==> src/nfc_pkg.sv <==
package nfc_pkg;
  // command bytes
  localparam logic [7:0] CMD_READ_ADDR = 8'h00;
  localparam logic [7:0] CMD_READ_START = 8'h30;
  localparam logic [7:0] CMD_DATA_IN = 8'h80;
  localparam logic [7:0] CMD_PROGRAM = 8'h10;
  localparam logic [7:0] CMD_ERASE_SETUP = 8'h60;
  localparam logic [7:0] CMD_ERASE_START = 8'hD0;
  localparam logic [7:0] CMD_STATUS = 8'h70;
  localparam logic [7:0] CMD_RESET = 8'hFF;
  // host operation codes
  localparam logic [2:0] OP_READ = 3'h0;
  localparam logic [2:0] OP_PROGRAM = 3'h1;
  localparam logic [2:0] OP_ERASE = 3'h2;
  localparam logic [2:0] OP_STATUS = 3'h3;
  localparam logic [2:0] OP_RESET = 3'h4;
  localparam int CLK_NS = 20;
  // pin timing in ns
  localparam int WRITE_PULSE_NS = 25;
  localparam int WRITE_HIGH_NS = 15;
  localparam int READ_PULSE_NS = 35;
  localparam int READ_HIGH_NS = 15;
  localparam int STROBE_ACCESS_TIME_NS = 35;
  localparam int WE_HIGH_TO_BUSY_NS = 200;
  localparam int WP_HIGH_TO_WE_NS = 100;
  localparam int READY_TO_STROBE_NS = 20;
  localparam int HOLD_NS = 10;
  // least times round up
  localparam int WRITE_PULSE_CYC = (WRITE_PULSE_NS + CLK_NS - 1) / CLK_NS;
  localparam int WRITE_HIGH_CYC = (WRITE_HIGH_NS + CLK_NS - 1) / CLK_NS;
  localparam int READ_PULSE_CYC = (READ_PULSE_NS + CLK_NS - 1) / CLK_NS;
  localparam int READ_HIGH_CYC = (READ_HIGH_NS + CLK_NS - 1) / CLK_NS;
  localparam int ACCESS_CYC = (STROBE_ACCESS_TIME_NS + CLK_NS - 1) / CLK_NS;
  localparam int BUSY_WAIT_CYC = (WE_HIGH_TO_BUSY_NS + CLK_NS - 1) / CLK_NS;
  localparam int WP_SETUP_CYC = (WP_HIGH_TO_WE_NS + CLK_NS - 1) / CLK_NS;
  localparam int READY_CYC = (READY_TO_STROBE_NS + CLK_NS - 1) / CLK_NS;
  localparam int HOLD_CYC = (HOLD_NS + CLK_NS - 1) / CLK_NS;
  localparam int ADDR_BYTES = 4;
  localparam int SEGMENT_BYTES = 512 + 16;
  localparam int MAX_PROGRAMS = 2;
  localparam int FIFO_WIDTH = 8;
  localparam int FIFO_DEPTH = 16;
  localparam int LEN_W = 12;
  localparam int TMR_W = 4;
endpackage

==> src/nfc_stream_if.sv <==
`timescale 1ns/100ps
`default_nettype none
interface nfc_stream_if #(parameter int W = 8);
  logic valid;
  logic ready;
  logic [W-1:0] data;
  modport source (output valid, output data, input ready);
  modport sink (input valid, input data, output ready);
endinterface
`default_nettype wire

==> src/nfc_fifo.sv <==
`timescale 1ns/100ps
`default_nettype none
module nfc_fifo #(
  parameter int WIDTH = 8,
  parameter int DEPTH = 16
) (
  input wire logic clk, // system clock
  input wire logic rst_n, // async reset, active low
  input wire logic flush, // drop all contents
  nfc_stream_if.sink wr, // filling side
  nfc_stream_if.source rd // draining side
);
  localparam int AW = $clog2(DEPTH);
  logic [WIDTH-1:0] mem [DEPTH];
  logic [AW:0] wp, rp, next_wp, next_rp;
  logic do_wr, do_rd;
  assign wr.ready = (wp - rp) != (AW+1)'(DEPTH);
  assign rd.valid = wp != rp;
  assign rd.data = mem[rp[AW-1:0]];
  assign do_wr = wr.valid && wr.ready;
  assign do_rd = rd.valid && rd.ready;
  always_comb begin
    next_wp = wp;
    next_rp = rp;
    if (flush) begin
      next_wp = '0;
      next_rp = '0;
    end else begin
      if (do_wr) next_wp = wp + 1'b1;
      if (do_rd) next_rp = rp + 1'b1;
    end
  end
  always_ff @(posedge clk or negedge rst_n) begin
    if (!rst_n) begin
      wp <= '0;
      rp <= '0;
    end else begin
      wp <= next_wp;
      rp <= next_rp;
    end
  end
  // storage has no reset; contents are only read behind the pointers
  always_ff @(posedge clk) begin
    if (do_wr && !flush) mem[wp[AW-1:0]] <= wr.data;
  end
endmodule
`default_nettype wire

==> src/nfc_ctrl.sv <==
`timescale 1ns/100ps
`default_nettype none
module nfc_ctrl (
  input wire logic clk, // 50 MHz system clock
  input wire logic rst_n, // async reset, active low
  input wire logic op_valid, // operation request
  output logic op_ready, // controller idle, takes request
  input wire logic [2:0] op_code, // nfc_pkg::OP_READ .. OP_RESET
  input wire logic [11:0] op_column, // column address
  input wire logic [15:0] op_page, // page/block address
  input wire logic [nfc_pkg::LEN_W-1:0] op_length, // bytes to move, 0 means none
  input wire logic op_write_enable, // allow program and erase
  output logic op_done, // one-cycle pulse at end of operation
  output logic [7:0] status_byte, // last status read byte
  input wire logic wr_valid, // program data valid
  output logic wr_ready, // program data taken into fifo, except in ST_IDLE where the flush drops it
  input wire logic [7:0] wr_data, // program data byte
  output logic rd_valid, // read data valid
  input wire logic rd_ready, // read data consumer ready
  output logic [7:0] rd_data, // read data byte
  output logic cmd_latch, // command latch select
  output logic addr_latch, // address latch select
  output logic chip_select_n, // chip select, active low
  output logic write_strobe_n, // write strobe, active low
  output logic output_strobe_n, // output strobe, active low
  output logic write_protect_n, // write protect, active low
  input wire logic ready_busy_n, // ready/busy from open-drain pin
  input wire logic [7:0] shared_byte_port_in, // byte port sensed value
  output logic [7:0] shared_byte_port_out, // byte port driven value
  output logic shared_byte_port_oe // byte port output enable
);
  import nfc_pkg::*;

  typedef enum {
    ST_IDLE, ST_WP, ST_CMD1, ST_ADDR, ST_DATA, ST_CMD2, ST_WAIT_BUSY, ST_WAIT_READY,
    ST_READ, ST_STATUS_CMD, ST_STATUS_RD, ST_DONE
  } nfc_state_type;

  nfc_state_type state, next_state;
  logic [TMR_W-1:0] tmr, next_tmr;
  logic [1:0] phase, next_phase;
  logic [2:0] op, next_op;
  logic [1:0] abyte, next_abyte;
  logic [11:0] col, next_col;
  logic [15:0] page, next_page;
  logic [LEN_W-1:0] cnt, next_cnt;
  logic [7:0] sbyte, next_sbyte;
  logic wp_en, next_wp_en;
  logic cle, next_cle, ale, next_ale, we_n, next_we_n, re_n, next_re_n, ce_n, next_ce_n;
  logic [7:0] dout, next_dout;
  logic oe, next_oe;
  logic rb_meta, rb_sync;
  logic [7:0] io_meta, io_sync;
  logic fifo_take;

  nfc_stream_if #(.W(FIFO_WIDTH)) wr_in ();
  nfc_stream_if #(.W(FIFO_WIDTH)) wr_out ();

  assign wr_in.valid = wr_valid;
  assign wr_in.data = wr_data;
  assign wr_ready = wr_in.ready;
  assign wr_out.ready = fifo_take;

  nfc_fifo #(.WIDTH(FIFO_WIDTH), .DEPTH(FIFO_DEPTH)) u_fifo (
    .clk(clk),
    .rst_n(rst_n),
    .flush(state == ST_IDLE),
    .wr(wr_in),
    .rd(wr_out)
  );

  function automatic logic [7:0] addr_byte(input logic [1:0] idx, input logic [11:0] c,
                                           input logic [15:0] p);
    case (idx)
      2'd0: addr_byte = c[7:0];
      2'd1: addr_byte = {4'h0, c[11:8]};
      2'd2: addr_byte = p[7:0];
      default: addr_byte = p[15:8];
    endcase
  endfunction

  function automatic logic [7:0] first_cmd(input logic [2:0] o);
    case (o)
      OP_READ: first_cmd = CMD_READ_ADDR;
      OP_PROGRAM: first_cmd = CMD_DATA_IN;
      OP_ERASE: first_cmd = CMD_ERASE_SETUP;
      OP_STATUS: first_cmd = CMD_STATUS;
      default: first_cmd = CMD_RESET;
    endcase
  endfunction

  // pins from the device cross two flops before any logic reads them
  always_ff @(posedge clk or negedge rst_n) begin
    if (!rst_n) begin
      rb_meta <= 1'b1;
      rb_sync <= 1'b1;
      io_meta <= 8'h00;
      io_sync <= 8'h00;
    end else begin
      rb_meta <= ready_busy_n;
      rb_sync <= rb_meta;
      io_meta <= shared_byte_port_in;
      io_sync <= io_meta;
    end
  end

  // one write cycle: phase 0 strobe low, phase 1 strobe high, phase 2 hold
  always_comb begin
    next_state = state;
    next_tmr = tmr;
    next_phase = phase;
    next_op = op;
    next_abyte = abyte;
    next_col = col;
    next_page = page;
    next_cnt = cnt;
    next_sbyte = sbyte;
    next_wp_en = wp_en;
    next_cle = cle;
    next_ale = ale;
    next_we_n = we_n;
    next_re_n = re_n;
    next_ce_n = ce_n;
    next_dout = dout;
    next_oe = oe;
    fifo_take = 1'b0;
    op_ready = 1'b0;
    if (tmr != '0) begin
      next_tmr = tmr - 1'b1;
    end else begin
      case (state)
        ST_IDLE: begin
          op_ready = rb_sync || op_code == OP_STATUS || op_code == OP_RESET;
          next_ce_n = 1'b1;
          next_oe = 1'b0;
          next_wp_en = 1'b0;
          if (op_valid && op_ready) begin
            next_op = op_code;
            next_col = op_column;
            next_page = op_page;
            next_cnt = op_length;
            next_abyte = (op_code == OP_ERASE) ? 2'd2 : 2'd0;
            next_ce_n = 1'b0;
            next_phase = 2'd0;
            if ((op_code == OP_PROGRAM || op_code == OP_ERASE) && op_write_enable) begin
              next_wp_en = 1'b1;
              next_state = ST_WP;
              next_tmr = TMR_W'(WP_SETUP_CYC);
            end else if (op_code == OP_PROGRAM || op_code == OP_ERASE) begin
              next_state = ST_DONE;
            end else begin
              next_state = ST_CMD1;
            end
          end
        end
        ST_WP: next_state = ST_CMD1;
        ST_CMD1, ST_ADDR, ST_DATA, ST_CMD2, ST_STATUS_CMD: begin
          case (phase)
            2'd0: begin
              if (state == ST_DATA && !wr_out.valid) begin
                next_phase = 2'd0; // source stalls, strobe waits
              end else begin
                next_cle = state == ST_CMD1 || state == ST_CMD2 || state == ST_STATUS_CMD;
                next_ale = state == ST_ADDR;
                next_oe = 1'b1;
                if (state == ST_CMD1) next_dout = first_cmd(op);
                else if (state == ST_STATUS_CMD) next_dout = CMD_STATUS;
                else if (state == ST_ADDR) next_dout = addr_byte(abyte, col, page);
                else if (state == ST_DATA) next_dout = wr_out.data;
                else if (op == OP_READ) next_dout = CMD_READ_START;
                else if (op == OP_PROGRAM) next_dout = CMD_PROGRAM;
                else next_dout = CMD_ERASE_START;
                fifo_take = state == ST_DATA;
                next_we_n = 1'b0;
                next_phase = 2'd1;
                next_tmr = TMR_W'(WRITE_PULSE_CYC - 1);
              end
            end
            2'd1: begin
              next_we_n = 1'b1;
              next_phase = 2'd2;
              next_tmr = TMR_W'(HOLD_CYC - 1);
            end
            default: begin
              next_cle = 1'b0;
              next_ale = 1'b0;
              next_phase = 2'd0;
              next_tmr = TMR_W'(WRITE_HIGH_CYC - 1);
              case (state)
                ST_CMD1:
                  if (op == OP_STATUS) next_state = ST_STATUS_RD;
                  else if (op == OP_RESET) next_state = ST_WAIT_BUSY;
                  else next_state = ST_ADDR;
                ST_ADDR: begin
                  next_abyte = abyte + 1'b1;
                  if (abyte == 2'(ADDR_BYTES - 1))
                    next_state = (op == OP_PROGRAM && cnt != '0) ? ST_DATA : ST_CMD2;
                end
                ST_DATA: begin
                  next_cnt = cnt - 1'b1;
                  if (cnt == LEN_W'(1)) next_state = ST_CMD2;
                end
                ST_CMD2: next_state = ST_WAIT_BUSY;
                default: next_state = ST_STATUS_RD;
              endcase
              if (state != ST_DATA) next_oe = 1'b0;
            end
          endcase
        end
        ST_WAIT_BUSY: begin
          next_oe = 1'b0;
          next_state = ST_WAIT_READY;
          next_tmr = TMR_W'(BUSY_WAIT_CYC + 2); // busy shows up, then passes the sync
        end
        ST_WAIT_READY: begin
          // no timeout: the device bounds array load and reset itself
          // chip select stays low while busy; the device would ignore it anyway
          if (rb_sync) begin
            next_wp_en = 1'b0;
            next_tmr = TMR_W'(READY_CYC);
            if (op == OP_READ && cnt != '0) next_state = ST_READ;
            else if (op == OP_PROGRAM || op == OP_ERASE) next_state = ST_STATUS_CMD;
            else next_state = ST_DONE;
          end
        end
        ST_READ: begin
          case (phase)
            2'd0: begin
              if (rd_ready || !rd_valid) begin
                next_re_n = 1'b0;
                next_phase = 2'd1;
                next_tmr = TMR_W'(ACCESS_CYC + 1); // access time plus sync delay
              end
            end
            default: begin
              next_re_n = 1'b1;
              next_phase = 2'd0;
              next_cnt = cnt - 1'b1;
              next_tmr = TMR_W'(READ_HIGH_CYC - 1);
              if (cnt == LEN_W'(1)) next_state = ST_DONE;
            end
          endcase
        end
        ST_STATUS_RD: begin
          case (phase)
            2'd0: begin
              next_re_n = 1'b0;
              next_phase = 2'd1;
              next_tmr = TMR_W'(ACCESS_CYC + 1);
            end
            default: begin
              next_re_n = 1'b1;
              next_sbyte = io_sync;
              next_phase = 2'd0;
              next_state = ST_DONE;
            end
          endcase
        end
        default: begin
          next_ce_n = 1'b1;
          next_wp_en = 1'b0;
          next_state = ST_IDLE;
        end
      endcase
    end
  end

  always_ff @(posedge clk or negedge rst_n) begin
    if (!rst_n) begin
      state <= ST_IDLE;
      tmr <= '0;
      phase <= 2'd0;
      op <= OP_READ;
      abyte <= 2'd0;
      col <= '0;
      page <= '0;
      cnt <= '0;
      sbyte <= 8'h00;
      wp_en <= 1'b0;
      cle <= 1'b0;
      ale <= 1'b0;
      we_n <= 1'b1;
      re_n <= 1'b1;
      ce_n <= 1'b1;
      dout <= 8'h00;
      oe <= 1'b0;
    end else begin
      state <= next_state;
      tmr <= next_tmr;
      phase <= next_phase;
      op <= next_op;
      abyte <= next_abyte;
      col <= next_col;
      page <= next_page;
      cnt <= next_cnt;
      sbyte <= next_sbyte;
      wp_en <= next_wp_en;
      cle <= next_cle;
      ale <= next_ale;
      we_n <= next_we_n;
      re_n <= next_re_n;
      ce_n <= next_ce_n;
      dout <= next_dout;
      oe <= next_oe;
    end
  end

  // read byte captured when the strobe rises, after the access time has passed
  logic rv, next_rv;
  logic [7:0] rdat, next_rdat;
  always_comb begin
    next_rv = rv && !rd_ready;
    next_rdat = rdat;
    if (state == ST_READ && phase == 2'd1 && tmr == '0) begin
      next_rv = 1'b1;
      next_rdat = io_sync;
    end
  end
  always_ff @(posedge clk or negedge rst_n) begin
    if (!rst_n) begin
      rv <= 1'b0;
      rdat <= 8'h00;
    end else begin
      rv <= next_rv;
      rdat <= next_rdat;
    end
  end

  assign rd_valid = rv;
  assign rd_data = rdat;
  assign op_done = state == ST_DONE && tmr == '0;
  assign status_byte = sbyte;
  assign cmd_latch = cle;
  assign addr_latch = ale;
  assign chip_select_n = ce_n;
  assign write_strobe_n = we_n;
  assign output_strobe_n = re_n;
  assign write_protect_n = wp_en;
  assign shared_byte_port_out = dout;
  assign shared_byte_port_oe = oe;
endmodule
`default_nettype wire

==> config.mk <==
export PLATFORM = sky130hd
export DESIGN_NAME = nfc_ctrl
export DESIGN_NICKNAME = d
export VERILOG_FILES = /design/src/nfc_pkg.sv /design/src/nfc_stream_if.sv /design/src/nfc_fifo.sv /design/src/nfc_ctrl.sv
export SDC_FILE = /design/constraint.sdc
export NUM_CORES = 1
export LEC_CHECK = 0
export ABC_AREA = 0
export BUFFER_PORTS_ARGS = -buffer_cell sky130_fd_sc_hd__buf_2
export CORE_UTILIZATION = 45
export DETAILED_ROUTE_END_ITERATION = 8
export GPL_ROUTABILITY_DRIVEN = 1
export GPL_TIMING_DRIVEN = 0
export SKIP_LAST_GASP = 1
export SYNTH_ARGS = -nofsm -noshare
export SYNTH_HDL_FRONTEND = slang
export SYNTH_SLANG_ARGS = --single-unit
==> constraint.sdc <==
create_clock -name clk -period 4.8 [get_ports clk]
set_input_delay 0.24 -clock clk [delete_from_list [all_inputs] [get_ports clk]]
set_output_delay 0.24 -clock clk [all_outputs]
set_load 0.02 [all_outputs]
Yosys cells after proc, flatten, opt, wreduce, memory -nomap -nowiden
Memory sizes are Yosys's and may differ from the RTL's.
Cells that the tools add are included.
{ "totals": {"register_bits": 143, "ram_bits": 128, "input_bits": 66, "output_inout_bits": 35, "mem_count": 1} }
{ "memory_table": {"columns": ["name", "words", "word_bits", "read_ports", "rd_clocked_by_memory_dff", "wr", "line", "source"], "rows": [
  ["u_fifo.mem", 16, 8, 1, 0, 1, "nfc_fifo.sv:14", "logic [WIDTH-1:0] mem [DEPTH];"]
]} }
{ "classes": {"n_addsub": 6, "n_eq_ne": 54, "muxes": 85, "bitwise_logic": 6, "n_reduce_logical": 59} }
{ "op_table": {"columns": ["op", "n"], "rows": [
  ["$mux W32", 8],
  ["$pmux W32 S7", 1],
  ["$eq A32 B3 Y1 const B", 6],
  ["$eq A32 B4 Y1 const B", 5],
  ["$pmux W32 S4", 1],
  ["$eq A32 B5 Y1 const B", 3],
  ["$eq A32 B2 Y1 const B", 2],
  ["$logic_not A32 Y1", 2],
  ["$mux W12", 4],
  ["$mux W4", 12],
  ["$mux W8", 6],
  ["$pmux W12 S3", 1],
  ["$eq A32 B1 Y1 const B", 1],
  ["$ne A32 B4 Y1 const B", 1],
  ["$pmux W8 S4", 1],
  ["$ne A3 B3 Y1 const B", 9],
  ["$mux W1", 24],
  ["$pmux W4 S6", 1],
  ["$pmux W8 S3", 1],
  ["$mux W5", 4],
  ["$ne A2 B2 Y1 const B", 10],
  ["$mux W2", 9],
  ["$reduce_and A4 Y1", 4],
  ["$pmux W1 S2", 7],
  ["other kinds (40)", 87]
]} }

Longest topological paths before layout
Gate-level depths: netlist of run 1.
{ "logic_depth": {"word_depth": 10, "ltp_mapped": 11, "mapped_depth_nobuf": 9} }

Modules after synthesis
A second synthesis of run 1 with hierarchy kept.
{ "unflattened": {"cells_unflattened": 778, "area_unflattened_um2": 11020.6} }
{ "by_module_without_submodules": {"columns": ["module", "n_inst", "cells_each", "area_per_inst_um2", "seq_area_each_um2"], "rows": [
  ["nfc_fifo", 1, 281, 5748.0, 4093.9],
  ["nfc_ctrl", 1, 497, 5272.6, 2633.8]
]} }

Least setup slack after synthesis of run 1
OpenSTA, ideal clock, no wires.
{ "synth_timing": {"path_type": "register to register", "startpoint": "register u_fifo.rp[1]", "endpoint": "memory u_fifo.mem[2][0], enable pin", "arrival_ns": 2.893, "required_ns": 4.417, "slack_ns": 1.523, "path_stages_with_launch": 12, "synth_period_minus_slack_ns": 3.277, "path_cell_list": "dfrtp_1 buf_2 buf_1 inv_1 ha_1 nor2b_1 o21a_1 o211ai_1 a211oi_2 inv_2 nand4_1 nor3_1"} }
{ "synth_via": {"elab_chain_cells": 6} }
{ "synth_rtl": {"columns": ["item", "line", "source"], "rows": [
  ["start: declaration", "nfc_fifo.sv:15", "logic [AW:0] wp, rp, next_wp, next_rp;"],
  ["start signal: assignment", "nfc_fifo.sv:39", "rp <= next_rp;"],
  ["$sub A5 B5 Y5", "nfc_fifo.sv:17", "assign wr.ready = (wp - rp) != (AW+1)'(DEPTH);"],
  ["$ne A5 B5 Y1", "nfc_fifo.sv:17", null],
  ["named net wr_ready", "nfc_ctrl.sv:16", "output logic wr_ready,"],
  ["$logic_and A1 B1 Y1", "nfc_fifo.sv:20", "assign do_wr = wr.valid && wr.ready;"],
  ["$logic_and A1 B1 Y1", "nfc_fifo.sv:44", "if (do_wr && !flush) mem[wp[AW-1:0]] <= wr.data;"],
  ["$mux W1", "nfc_fifo.sv:44", null],
  ["$mux W1 (not written as such)", "nfc_fifo.sv:44", null],
  ["end: declaration", "nfc_fifo.sv:14", null]
]} }
The timed path passes the listed nets, and every way through them passes these cells.

Worst setup path in the final report of run 1
{ "layout_timing": {"startpoint": "register u_fifo.rp[1]", "endpoint": "memory u_fifo.mem[1][7], enable pin"} }
{ "layout_via": {"elab_chain_cells": 6} }
{ "layout_rtl": {"columns": ["item", "line"], "rows": [
  ["$sub A5 B5 Y5", "nfc_fifo.sv:17"],
  ["$ne A5 B5 Y1", "nfc_fifo.sv:17"],
  ["$logic_and A1 B1 Y1", "nfc_fifo.sv:20"],
  ["$logic_and A1 B1 Y1", "nfc_fifo.sv:44"],
  ["$mux W1", "nfc_fifo.sv:44"],
  ["$mux W1 (not written as such)", "nfc_fifo.sv:44"]
]} }
No other way between the ends.

==> impl_results.md, run 1 <==
* Status: completed
* Largest net degree at the start of global routing at slightly above 90
* Yosys top cell area share at 0.3534
* Reg clk slew, reported paths at around 0.060 ns
* WHS Path Cells at 3
* Fin util at 0.5629
* Worst-margin pin slew at 1.310 ns
* 1st-pass router iterations at 5
* Post_cts resized at 0
* Crit Path Max Fanout at 10
* Worst setup path startpoint: u_fifo.rp[1]
* Clock share of power at 0.315
* Worst Reg-to-Reg Cells at 11
* Sequential area share after synthesis at 0.6185
* Psw at approximately 2.3 mW
* CP delay by family, top: simple AND/OR/NAND/NOR gates
* GR Overflow Total at 0
* Power per Cell Area at 512.0 nW/um^2
* Top_reg_cell synth: edfxtp_1
* Worst endpoint required time at 4.95 ns
* Root Driver: clkbuf_16
* Clk_lat worst skew at about 0.55 ns
* Port bufs at 99
* Fill cells at 2006
* Mapped Cells at 803
* DIE AREA at roughly 25000 sq um
* GP Congestion at just over 0.9
* Max Clock Freq at 227.9 MHz
* Core ar. at 23610 sq um
* Initial drt markers at between 500 and 600
* Via count at 7192
* Syn nets at approximately 900
* HPWL Detailed at 17350 um
* Starting Density at 0.4606
* Final WS setup at 0.4125 ns
* CP Cell Sequence: buf_2 -> buf_1 -> inv_1 -> ha_1 -> nor2b_1 -> o21a_1 -> o211ai_1 -> a211oi_2 -> inv_2 -> nand4_1 -> nor3_1
* First-pass GRT wire length at 39900 um
* Yosys reg bits at 243
* Register area at 6728 sq um
* Most frequent cells after synthesis: edfxtp_1, dfrtp_1, nor2_1, o21ai_0, nand2_1
* Max-cap violations at 0
* Setup crit start kind: register
* Initial antenna violation count at 0
* Crit. End Element: register
* Mapped Area at about 11000 sq um
* # IOs at 101
* # rows at between 50 and 60
* DRC violation count after routing at 0
* Worst EP arrival at 4.53 ns
* Slowest stage cell, crit path: nor3_1
* Die H at between 150 and 200 um
* Placed cell count at 1222
* CTS Buf Count at 27
* Final ANT Viol Nets at 0
* Die Wd at around 160 um
* Final slew viol count at 0
* H-tree depth at 1
* Number of global-route vias before repair at roughly 7200
* Crit Path Class: register to register
* Worst path depth at 11
* Most numerous cell in the Yosys netlist: edfxtp_1
* Area leader, netlist: edfxtp_1
* Clock skew at 0.01385 ns
* Buf+Inv Stages, Crit Path at 4
* Area growth, synth to finish at 22.20%
* Worst reg2reg startpoint: u_fifo.rp[1]
* Peak VDD IR at 0.3719 mV
* Fin. Hold Viols at 0
* Clock Path Buffers at 3
* Asr flop ratio synth at 0.4733
* Setup violations, final at 0
* All-layer global routing usage at 0.2121
* Leak at 5.325 nW
* Total wire length at approximately 26000 um
* Mean routed wirelength per cell at 19.33 um
* Cell variety after synth at 70
* CTS tree: done
* Sequential share of power at 0.391
* Max stage delay on crit path at 1.05 ns
* Tcrit/Tclk final at 0.9141
* Worst hold slack at 0.01554 ns
* RSZ-0062 raised after global routing: no
* Setup tns final at 0 ns
* Fin cells at approximately 1300
* Antenna cells at 0
* Layout cells sized above 1 at 0.2706
* Hold crit path type: input pin to register
* Tmin final at 4.388 ns
* Rel. slew slack at 0.1197
* Total internal power at 4.528 mW
* Setup WS pre-CTS at 0.3923 ns
* HP Start: op_length[11]
* Most area-consuming cells after synthesis: edfxtp_1, dfrtp_1, mux4_2
* Comb pwr share at 0.295
* Clock sink count at 243
* Vias per std cell at 5.432
* Sw Share at 0.3347
* Nets at 1068
* R2r setup slk at 0.41 ns
* Syn avg cell area at 13.55 sq um
* Footprint of the multi-input gates at 3900 sq um
* Number of synthesized flops with an enable pin at 128
* Warnings from Yosys at 0
flip-flops by register name (all words and copies together) (netlist names), 2 cells and up:
signal / flops
abyte: 2
cnt: 12
col: 12
io_meta: 8
io_sync: 8
op: 3
page: 16
phase: 2
rd_data: 8
shared_byte_port_out: 8
state: 4
status_byte: 8
tmr: 4
u_fifo.mem: 128
u_fifo.rp: 5
u_fifo.wp: 5
per-layer routing:
layer | part of all wire | GRT usage | up-vias
met5 | 0 | 0 | -
met4 | 0.022 | 0.05317 | 0
met3 | 0.047 | 0.03249 | 33
met2 | 0.47 | 0.3485 | 189
met1 | 0.46 | 0.2954 | 3565
li1 | - | - | 3405
worst register-to-register path, stage by stage, from the launching register on:
cell	delay, ns
dfrtp_1	0.35
buf_2	0.30
buf_1	0.60
inv_1	0.32
ha_1	0.38
nor2b_1	0.13
o21a_1	0.17
o211ai_1	0.19
a211oi_2	0.14
inv_2	0.16
nand4_1	0.20
nor3_1	1.05
what timing repair did:
item,4_1_cts,5_1_grt
endpoints found under the hold margin,161,0
buffers inserted,0,0
hold buffers,52,0
endpoints found under the setup margin,0,0
path summary, 6_finish.rpt:
check / to
max in group asynchronous: write_strobe_n
hold / removal: cnt[11]
setup reg to reg: u_fifo.mem[1][7]
min in group asynchronous: col[5]
setup / recovery: u_fifo.mem[1][7]
hold reg to reg: io_sync[2]
layout make-up:
cell class / instances / area share
Inverter: 21 / 0.005931
Sequential cell: 243 / 0.5062
Tap cell: 319 / 0.03003
Timing Repair Buffer: 152 / 0.07898
Clock buffer: 35 / 0.05705
Multi-Input combinational cell: 496 / 0.2934
Clock inverter: 15 / 0.01412
Buffer: 43 / 0.01431
placed cells by master, fill, tap and decap left out, types with 4 or more instances in the layout:
master,n
edfxtp_1,128
buf_2,112
dfrtp_1,110
nor2_1,73
o21ai_0,54
dlygate4sd3_1,52
nand2_1,50
mux2_2,48
a21oi_1,41
mux4_2,37
clkbuf_16,28
clkbuf_1,27
inv_1,19
ha_1,18
mux2i_1,15
nor3_1,14
nand4_1,12
nand2b_1,10
nand3_1,9
or3_1,6
a22oi_1,6
xnor2_1,5
nor3_2,5
nor3b_1,5
o31ai_1,5
dfstp_2,5
o211ai_1,4
o22ai_1,4
a221oi_1,4
a31oi_1,4
a22o_1,4
a222oi_1,4
o22a_1,4
kinds of logic after synthesis:
family          share of synthesized area
compound gates                    0.09329
simple gates                      0.09594
xor+xnor                         0.005637
flops                              0.6185
buf+inv                           0.02473
mux                                0.1411
fa+ha+maj                         0.02071
power by group through the flow:
stage               Sequential (mW)  Clock (mW)  Combinational (mW)
global placement               2.69           0                1.96
finish                         2.66        2.14                2.01
floorplan                      2.73           0                1.33
global route                   2.69        2.27                2.23
CTS                            2.66        2.19                2.01
detailed placement             2.70           0                1.96
metrics by stage:
stage / area, sq um / total power [mW]
floorplan: 10880 / 4.061
global placement: 11770 / 4.647
detailed placement: 11830 / 4.657
CTS: 13290 / 6.853
global route: 13290 / 7.196
finish: 13290 / 6.806
Power figures use the tool's default switching activity.
==> run 2: changes to the inputs <==
PLACE_DENSITY = 0.72   (was default)
==> run 2 against run 1 <==
Effect of this change: clock-buffer cell count grew 3; maximum frequency grew 7.3%; setup slack gained 0.30 ns; via count grew 1.8%; power shrank 4.2%; sequential share of layout area grew 0.78 points; critical path depth is the same; final area shrank 1.5%; flip-flop and latch count is the same; clock power shrank 13%.
==> impl_results.md, run 2 (synthesis results as in run 1) <==
* Status: completed
* Overall power at 6.522 mW (-4.2%)
* Initial drt markers at 671 (+26%)
* CTS Buf Count at 25 (-7.4%)
* DRC violation count after routing at 0 (unchanged)
* RSZ-0062 raised after global routing: no
* Crit Path Class: register to register
* Final WS setup at 0.7129 ns (+0.3004 ns)
* Antenna cells at 0 (unchanged)
* Total wire length at 25550 um (-0.18%)
* Crit. End Element: register
* Core ar. at 23610 sq um (unchanged)
* Hold crit path type: input pin to register
* Setup Fix Bufs, Post-CTS at 0 (unchanged)
* Tcrit/Tclk final at 0.8515 (-0.06259)
* Layout cells sized above 1 at 0.2598 (-0.01087)
* Reg clk slew, reported paths at 0.06 ns (about the same)
* Worst EP arrival at 4.24 ns (-0.29 ns)
* CTS tree: done
* Rel. slew slack at 0.2949 (+0.1753)
* GP Congestion at 0.9193 (-0.27%)
* Nets at 1063 (-0.47%)
* Leak at 5.238 nW (-1.6%)
* Via count at 7318 (+1.8%)
* H-tree depth at 1 (unchanged)
* Port bufs at 99 (unchanged)
* 1st-pass router iterations at 6 (+1)
* Worst endpoint required time at 4.95 ns (about the same)
* Die H at 157.5 um (unchanged)
* HPWL Detailed at 17040 um (-1.8%)
* Power per Cell Area at 498.3 nW/um^2 (-2.7%)
* Vias per std cell at 5.561 (+2.4%)
* Fin. Hold Viols at 0 (unchanged)
* All-layer global routing usage at 0.2090 (-0.003101)
* Max Clock Freq at 244.7 MHz (+7.3%)
* Largest net degree at the start of global routing at 92 (-1.1%)
* Die Wd at 157.5 um (unchanged)
* Setup violations, final at 0 (unchanged)
* Number of global-route vias before repair at 7258 (+0.97%)
* Final ANT Viol Nets at 0 (unchanged)
* Starting Density at 0.4606 (unchanged)
* Crit Path Max Fanout at 10 (unchanged)
* Setup tns final at 0 ns (unchanged)
* Tmin final at 4.087 ns (-0.3004 ns)
* Area growth, synth to finish at 20.35%
* Root Driver: clkbuf_16
* Mean routed wirelength per cell at 19.41 um (+0.42%)
* # IOs at 101 (unchanged)
* DIE AREA at 24800 sq um (unchanged)
* Post_cts resized at 0 (unchanged)
* GR Overflow Total at 0 (unchanged)
* Clock skew at 0.008622 ns (-0.005226 ns)
* Clock sink count at 243 (unchanged)
* Initial antenna violation count at 0 (unchanged)
* Commonest non-fill, non-tap cell in the layout: edfxtp_1
* # rows at 56 (unchanged)
* First-pass GRT wire length at 39590 um (-0.78%)
* Peak VDD IR at 0.2951 mV (-21%)
* Fill cells at 1927 (-3.9%)
* Setup WS pre-CTS at 0.7419 ns (+0.3495 ns)
* Clk_lat worst skew at 0.53 ns (-0.02 ns)
* Max-cap violations at 0 (unchanged)
* Setup crit start kind: register
* Largest register FFs at 128 (unchanged)
* Clock Path Buffers at 3 (unchanged)
* Final slew viol count at 0 (unchanged)
* Commonest non-fill, non-tap cells in the layout: edfxtp_1, buf_2, dfrtp_1
* Worst-margin pin slew at 1.054 ns (-0.2567 ns)
-- run 2: changes by cell type in the layout (fill, tap and decap cells not counted), sizes merged --
cell | previous run | this run
clkinvlp | 4 | 0
clkbuf | 60 | 63
inv | 24 | 22
buf | 118 | 120
dlygate4sd3 | 52 | 47
bufinv | 3 | 1
-- run 2: routing by layer --
| metal | wire length [um] | up-vias | track usage | part of all wire |
|---|---|---|---|---|
| li1 | - | 3401 | - | - |
| met2 | 12720 | 262 | 0.3574 | 0.50 |
| met1 | 10890 | 3627 | 0.2782 | 0.43 |
| met4 | 313 | 0 | 0.03976 | 0.012 |
| met3 | 1632 | 28 | 0.04020 | 0.064 |
| met5 | 0 | - | 0 | 0 |
-- run 2: final timing paths --
kind,from,to,slack [ns],cells past startpoint
max,u_fifo.rp[1],u_fifo.mem[4][5],0.71,11
min,op_length[0],cnt[0],0.03,3
max reg2reg,u_fifo.rp[1],u_fifo.mem[4][5],0.71,11
min reg2reg,io_meta[1],io_sync[1],0.35,0
max in group asynchronous,rst_n,write_strobe_n,3.90,3
min in group asynchronous,rst_n,page[2],0.15,2
-- run 2: what timing repair did --
action,in CTS,in global routing
hold buffers,47,0
hold endpoints to repair,156,0
endpoints found under the setup margin,0,0
-- run 2: report_power, final --
group          switching (mW)  internal, mW
sequential              0.167          2.50
combinational            1.26         0.732
clock                   0.775          1.08
total                    2.21          4.32
-- run 2: per-stage QoR --
| step | utilization | area, sq um | hold WS, ns | std cells |
|---|---|---|---|---|
| final | 0.5544 | 13090 | 0.02538 | 1316 |
| after global routing | 0.5544 | 13090 | 0.04063 | 1316 |
| after CTS | 0.5544 | 13090 | 0.002313 | 1316 |
| after detailed placement | 0.5011 | 11830 | 0.1160 | 1224 |
| after global placement | 0.4985 | 11770 | 0.3311 | 1221 |
| after floorplan | - | 10880 | -0.05559 | 803 |
-- run 2: area by class of cell --
cell class	count	area (sq um)	area share
sequential	243	6728	0.5140
multi-input combinational	496	3895	0.2976
timing repair buffer	149	1012	0.07733
clock buffer	38	714.4	0.05458
tap	319	399.1	0.03049
buffer	43	190.2	0.01453
inverter	21	78.83	0.006022
clock inverter	7	72.57	0.005544
-- run 2: worst max-delay path: stages (launching register included) --
cell and delay, ns:
dfrtp_1 0.34, buf_2 0.31, buf_1 0.52, inv_1 0.29, ha_1 0.36, nor2b_1 0.13, o21a_1 0.17, o211ai_1 0.18
a211oi_2 0.13, inv_2 0.15, nand4_1 0.25, nor2_1 0.85
==> run 3: changes to the inputs <==
SYNTH_HIERARCHICAL = 1   (was default)
==> run 3 against run 2 <==
Effect of this change: sequential share of layout area shrank 1.2 points; final cell count shrank 1.4%; critical path type unchanged; largest cell class unchanged; clock-buffer cell count shrank 1; critical path depth grew 1; setup slack gained 0.074 ns; first-iteration DRC count grew 7.9%.
==> impl_results.md, run 3 <==
* Clock sink count at 243 (unchanged)
* Setup WS pre-CTS at 0.5485 ns (-0.1934 ns)
* Crit Path Class: register to register
* Top_reg_cell synth: edfxtp_1
* Crit. End Element: register
* Max-cap violations at 0 (unchanged)
* Number of synthesized flops with an enable pin at 128 (unchanged)
* Die H at 158.5 um (+0.65%)
* Sequential area share after synthesis at 0.6105 (-0.008076)
* Most numerous cell in the Yosys netlist: edfxtp_1
* Port bufs at 99 (unchanged)
* Most frequent cells after synthesis: edfxtp_1, dfrtp_1, mux2_2, nor2_1, a21oi_1
* Setup tns final at 0 ns (unchanged)
* Syn avg cell area at 14.17 sq um (+4.6%)
* Largest net degree at the start of global routing at 64 (-30%)
* Max Clock Freq at 249.2 MHz (+1.9%)
* Setup violations, final at 0 (unchanged)
* Status: completed
* Fin cells at 1298 (-1.4%)
* Initial drt markers at 724 (+7.9%)
* Mean routed wirelength per cell at 19.61 um (+0.99%)
* Final slew viol count at 0 (unchanged)
* Number of global-route vias before repair at 7158 (-1.4%)
* All-layer global routing usage at 0.2058 (-0.003225)
* Reg clk slew, reported paths at 0.06 ns (about the same)
* Tcrit/Tclk final at 0.8360 (-0.01550)
* Die Wd at 158.5 um (+0.65%)
* Placed cell count at 1202 (-1.8%)
* Worst reg2reg startpoint: u_fifo/rp[1]
* Rel. slew slack at 0.2865 (-0.008409)
* Max stage delay on crit path at 0.75 ns (-0.10 ns)
* Warnings from Yosys at 6 (+6)
* Largest register FFs at 128 (unchanged)
* Initial antenna violation count at 0 (unchanged)
* DRC violation count after routing at 0 (unchanged)
* GP Congestion at 0.9316 (+1.3%)
* Clk_lat worst skew at 0.54 ns (about the same)
* Slowest stage cell, crit path: nor3_2
* Footprint of the multi-input gates at 4026 sq um (+3.4%)
* Mapped Cells at 778 (-3.1%)
* CP Cell Sequence: clkbuf_1 -> clkbuf_1 -> inv_1 -> ha_1 -> nor2b_4 -> o21a_1 -> o21a_1 -> o22a_2 -> inv_4 -> nand2_4 -> buf_6 -> nor3_2
* Nets at 1043 (-1.9%)
* DR WL met2 at 12000 um (-5.6%)
* Cell variety after synth at 81 (+16%)
* Starting Density at 0.4640 (+0.003340)
* DIE AREA at 25120 sq um (+1.3%)
* Yosys reg bits at 243 (unchanged)
* CTS tree: done
* H-tree depth at 1 (unchanged)
* Worst endpoint required time at 4.96 ns (about the same)
* First-pass GRT wire length at 39540 um (-0.14%)
* Clock skew at 0.01278 ns (+0.004158 ns)
* Commonest non-fill, non-tap cells in the layout: edfxtp_1, dfrtp_1, buf_2
* Final Instance Area at 13400 sq um (+2.4%)
* Syn nets at 862 (-2.8%)
* Tmin final at 4.013 ns (-0.07439 ns)
* Vias per std cell at 5.646 (+1.5%)
* Final WS setup at 0.7873 ns (+0.07439 ns)
* Worst-margin pin slew at 1.062 ns (+0.008335 ns)
* Final ANT Viol Nets at 0 (unchanged)
* Post_cts resized at 0 (unchanged)
* Setup crit start kind: register
* Total wire length at 25450 um (-0.39%)
* Most area-consuming cells after synthesis: edfxtp_1, dfrtp_1, mux4_2
* GR Overflow Total at 0 (unchanged)
* Peak VDD IR at 0.2614 mV (-11%)
* Post-Place Cell Area at 12020 sq um (+1.5%)
* Root Driver: clkbuf_16
* # rows at 56 (unchanged)
* Power per Cell Area at 485.3 nW/um^2 (-2.6%)
* Leak at 5.222 nW (-0.31%)
* Area growth, synth to finish at 21.57%
* Register area at 6728 sq um (unchanged)
* Clock Path Buffers at 3 (unchanged)
* Met1 Wirelength at 11600 um (+6.5%)
* Routed wire length on met3 at 1383 um (-15%)
* Worst setup path startpoint: u_fifo/rp[1]
* Layout cells sized above 1 at 0.3034 (+0.04359)
* # IOs at 101 (unchanged)
* Commonest non-fill, non-tap cell in the layout: edfxtp_1
* Fill cells at 1887 (-2.1%)
* HP Start: op_length[6]
* CTS Buf Count at 27 (+8.0%)
* Crit Path Max Fanout at 10 (unchanged)
* Via count at 7329 (+0.15%)
* Antenna cells at 0 (unchanged)
* Uppermost layer routed: met4
* RSZ-0062 raised after global routing: no
* Worst EP arrival at 4.18 ns (-0.06 ns)
* Asr flop ratio synth at 0.4733 (unchanged)
* Core ar. at 23750 sq um (+0.59%)
* Mapped Area at 11020 sq um (+1.3%)
* Hold crit path type: input pin to register
* Area leader, netlist: edfxtp_1
* HPWL Detailed at 17210 um (+0.99%)
* Fin. Hold Viols at 0 (unchanged)
* 1st-pass router iterations at 5 (-1)
* Yosys top cell area share at 0.3488 (-0.004614)
-- run 3: layer usage --
metal,vias to the layer above,track usage
met4,0,0.04487
met5,-,0
met2,241,0.3367
met3,41,0.03375
li1,3367,-
met1,3680,0.2890
-- run 3: final timing paths --
check / end / slack (ns) / cells after the start
hold / removal: cnt[6] / 0.009 / 3
max in group asynchronous: write_strobe_n / 3.84 / 3
min in group asynchronous: cnt[9] / 0.22 / 2
setup reg to reg: u_fifo/mem[10][5] / 0.79 / 12
setup / recovery: u_fifo/mem[10][5] / 0.79 / 12
hold reg to reg: io_sync[0] / 0.35 / 0
-- run 3: final cells by class --
| type | count | area share |
|---|---|---|
| Timing Repair Buffer | 152 | 0.07770 |
| Clock inverter | 12 | 0.009993 |
| Inverter | 21 | 0.006070 |
| Buffer | 42 | 0.01644 |
| Tap cell | 319 | 0.02979 |
| Sequential cell | 243 | 0.5021 |
| Clock buffer | 37 | 0.05734 |
| Multi-Input combinational cell | 472 | 0.3005 |
-- run 3: repair_timing --
action | in CTS | in global routing
endpoints found under the hold margin | 97 | 0
buffers inserted | 0 | 0
hold buffers | 47 | 0
-- run 3: cell families (layout without fill, tap and decap cells) --
kind of cell | after synthesis | count (layout) | synth area share
AND/OR/NAND/NOR | 199 | 199 | 0.1006
buffers and inverters | 63 | 264 | 0.02736
adder cells (fa/ha/maj) | 18 | 18 | 0.02044
XOR/XNOR | 9 | 9 | 0.007153
AO/OA/AOI/OAI | 146 | 146 | 0.09071
multiplexers | 100 | 100 | 0.1433
flip-flops | 243 | 243 | 0.6105
-- run 3: worst max-delay path, delay by kind of cell (launching register included) --
family	cells	cell delay [ns]
adder cells (fa/ha/maj)	1	0.36
buffers and inverters	5	1.29
AND/OR/NAND/NOR	3	1.00
AO/OA/AOI/OAI	3	0.64
flip-flops	1	0.35
-- run 3: stage by stage --
stage               power [mW]    util  hold slack, ns
floorplan                3.867       -        -0.05559
global route             6.826  0.5641         0.01661
finish                   6.502  0.5641        0.009350
global placement         4.348  0.5016          0.3326
CTS                      6.535  0.5636        0.002045
detailed placement       4.418  0.5058          0.2259
-- run 3: power by group --
part           switching, mW  internal [mW]  total (mW)
clock network          0.834           1.24        2.07
logic                   1.06          0.633        1.69
registers              0.192           2.54        2.74
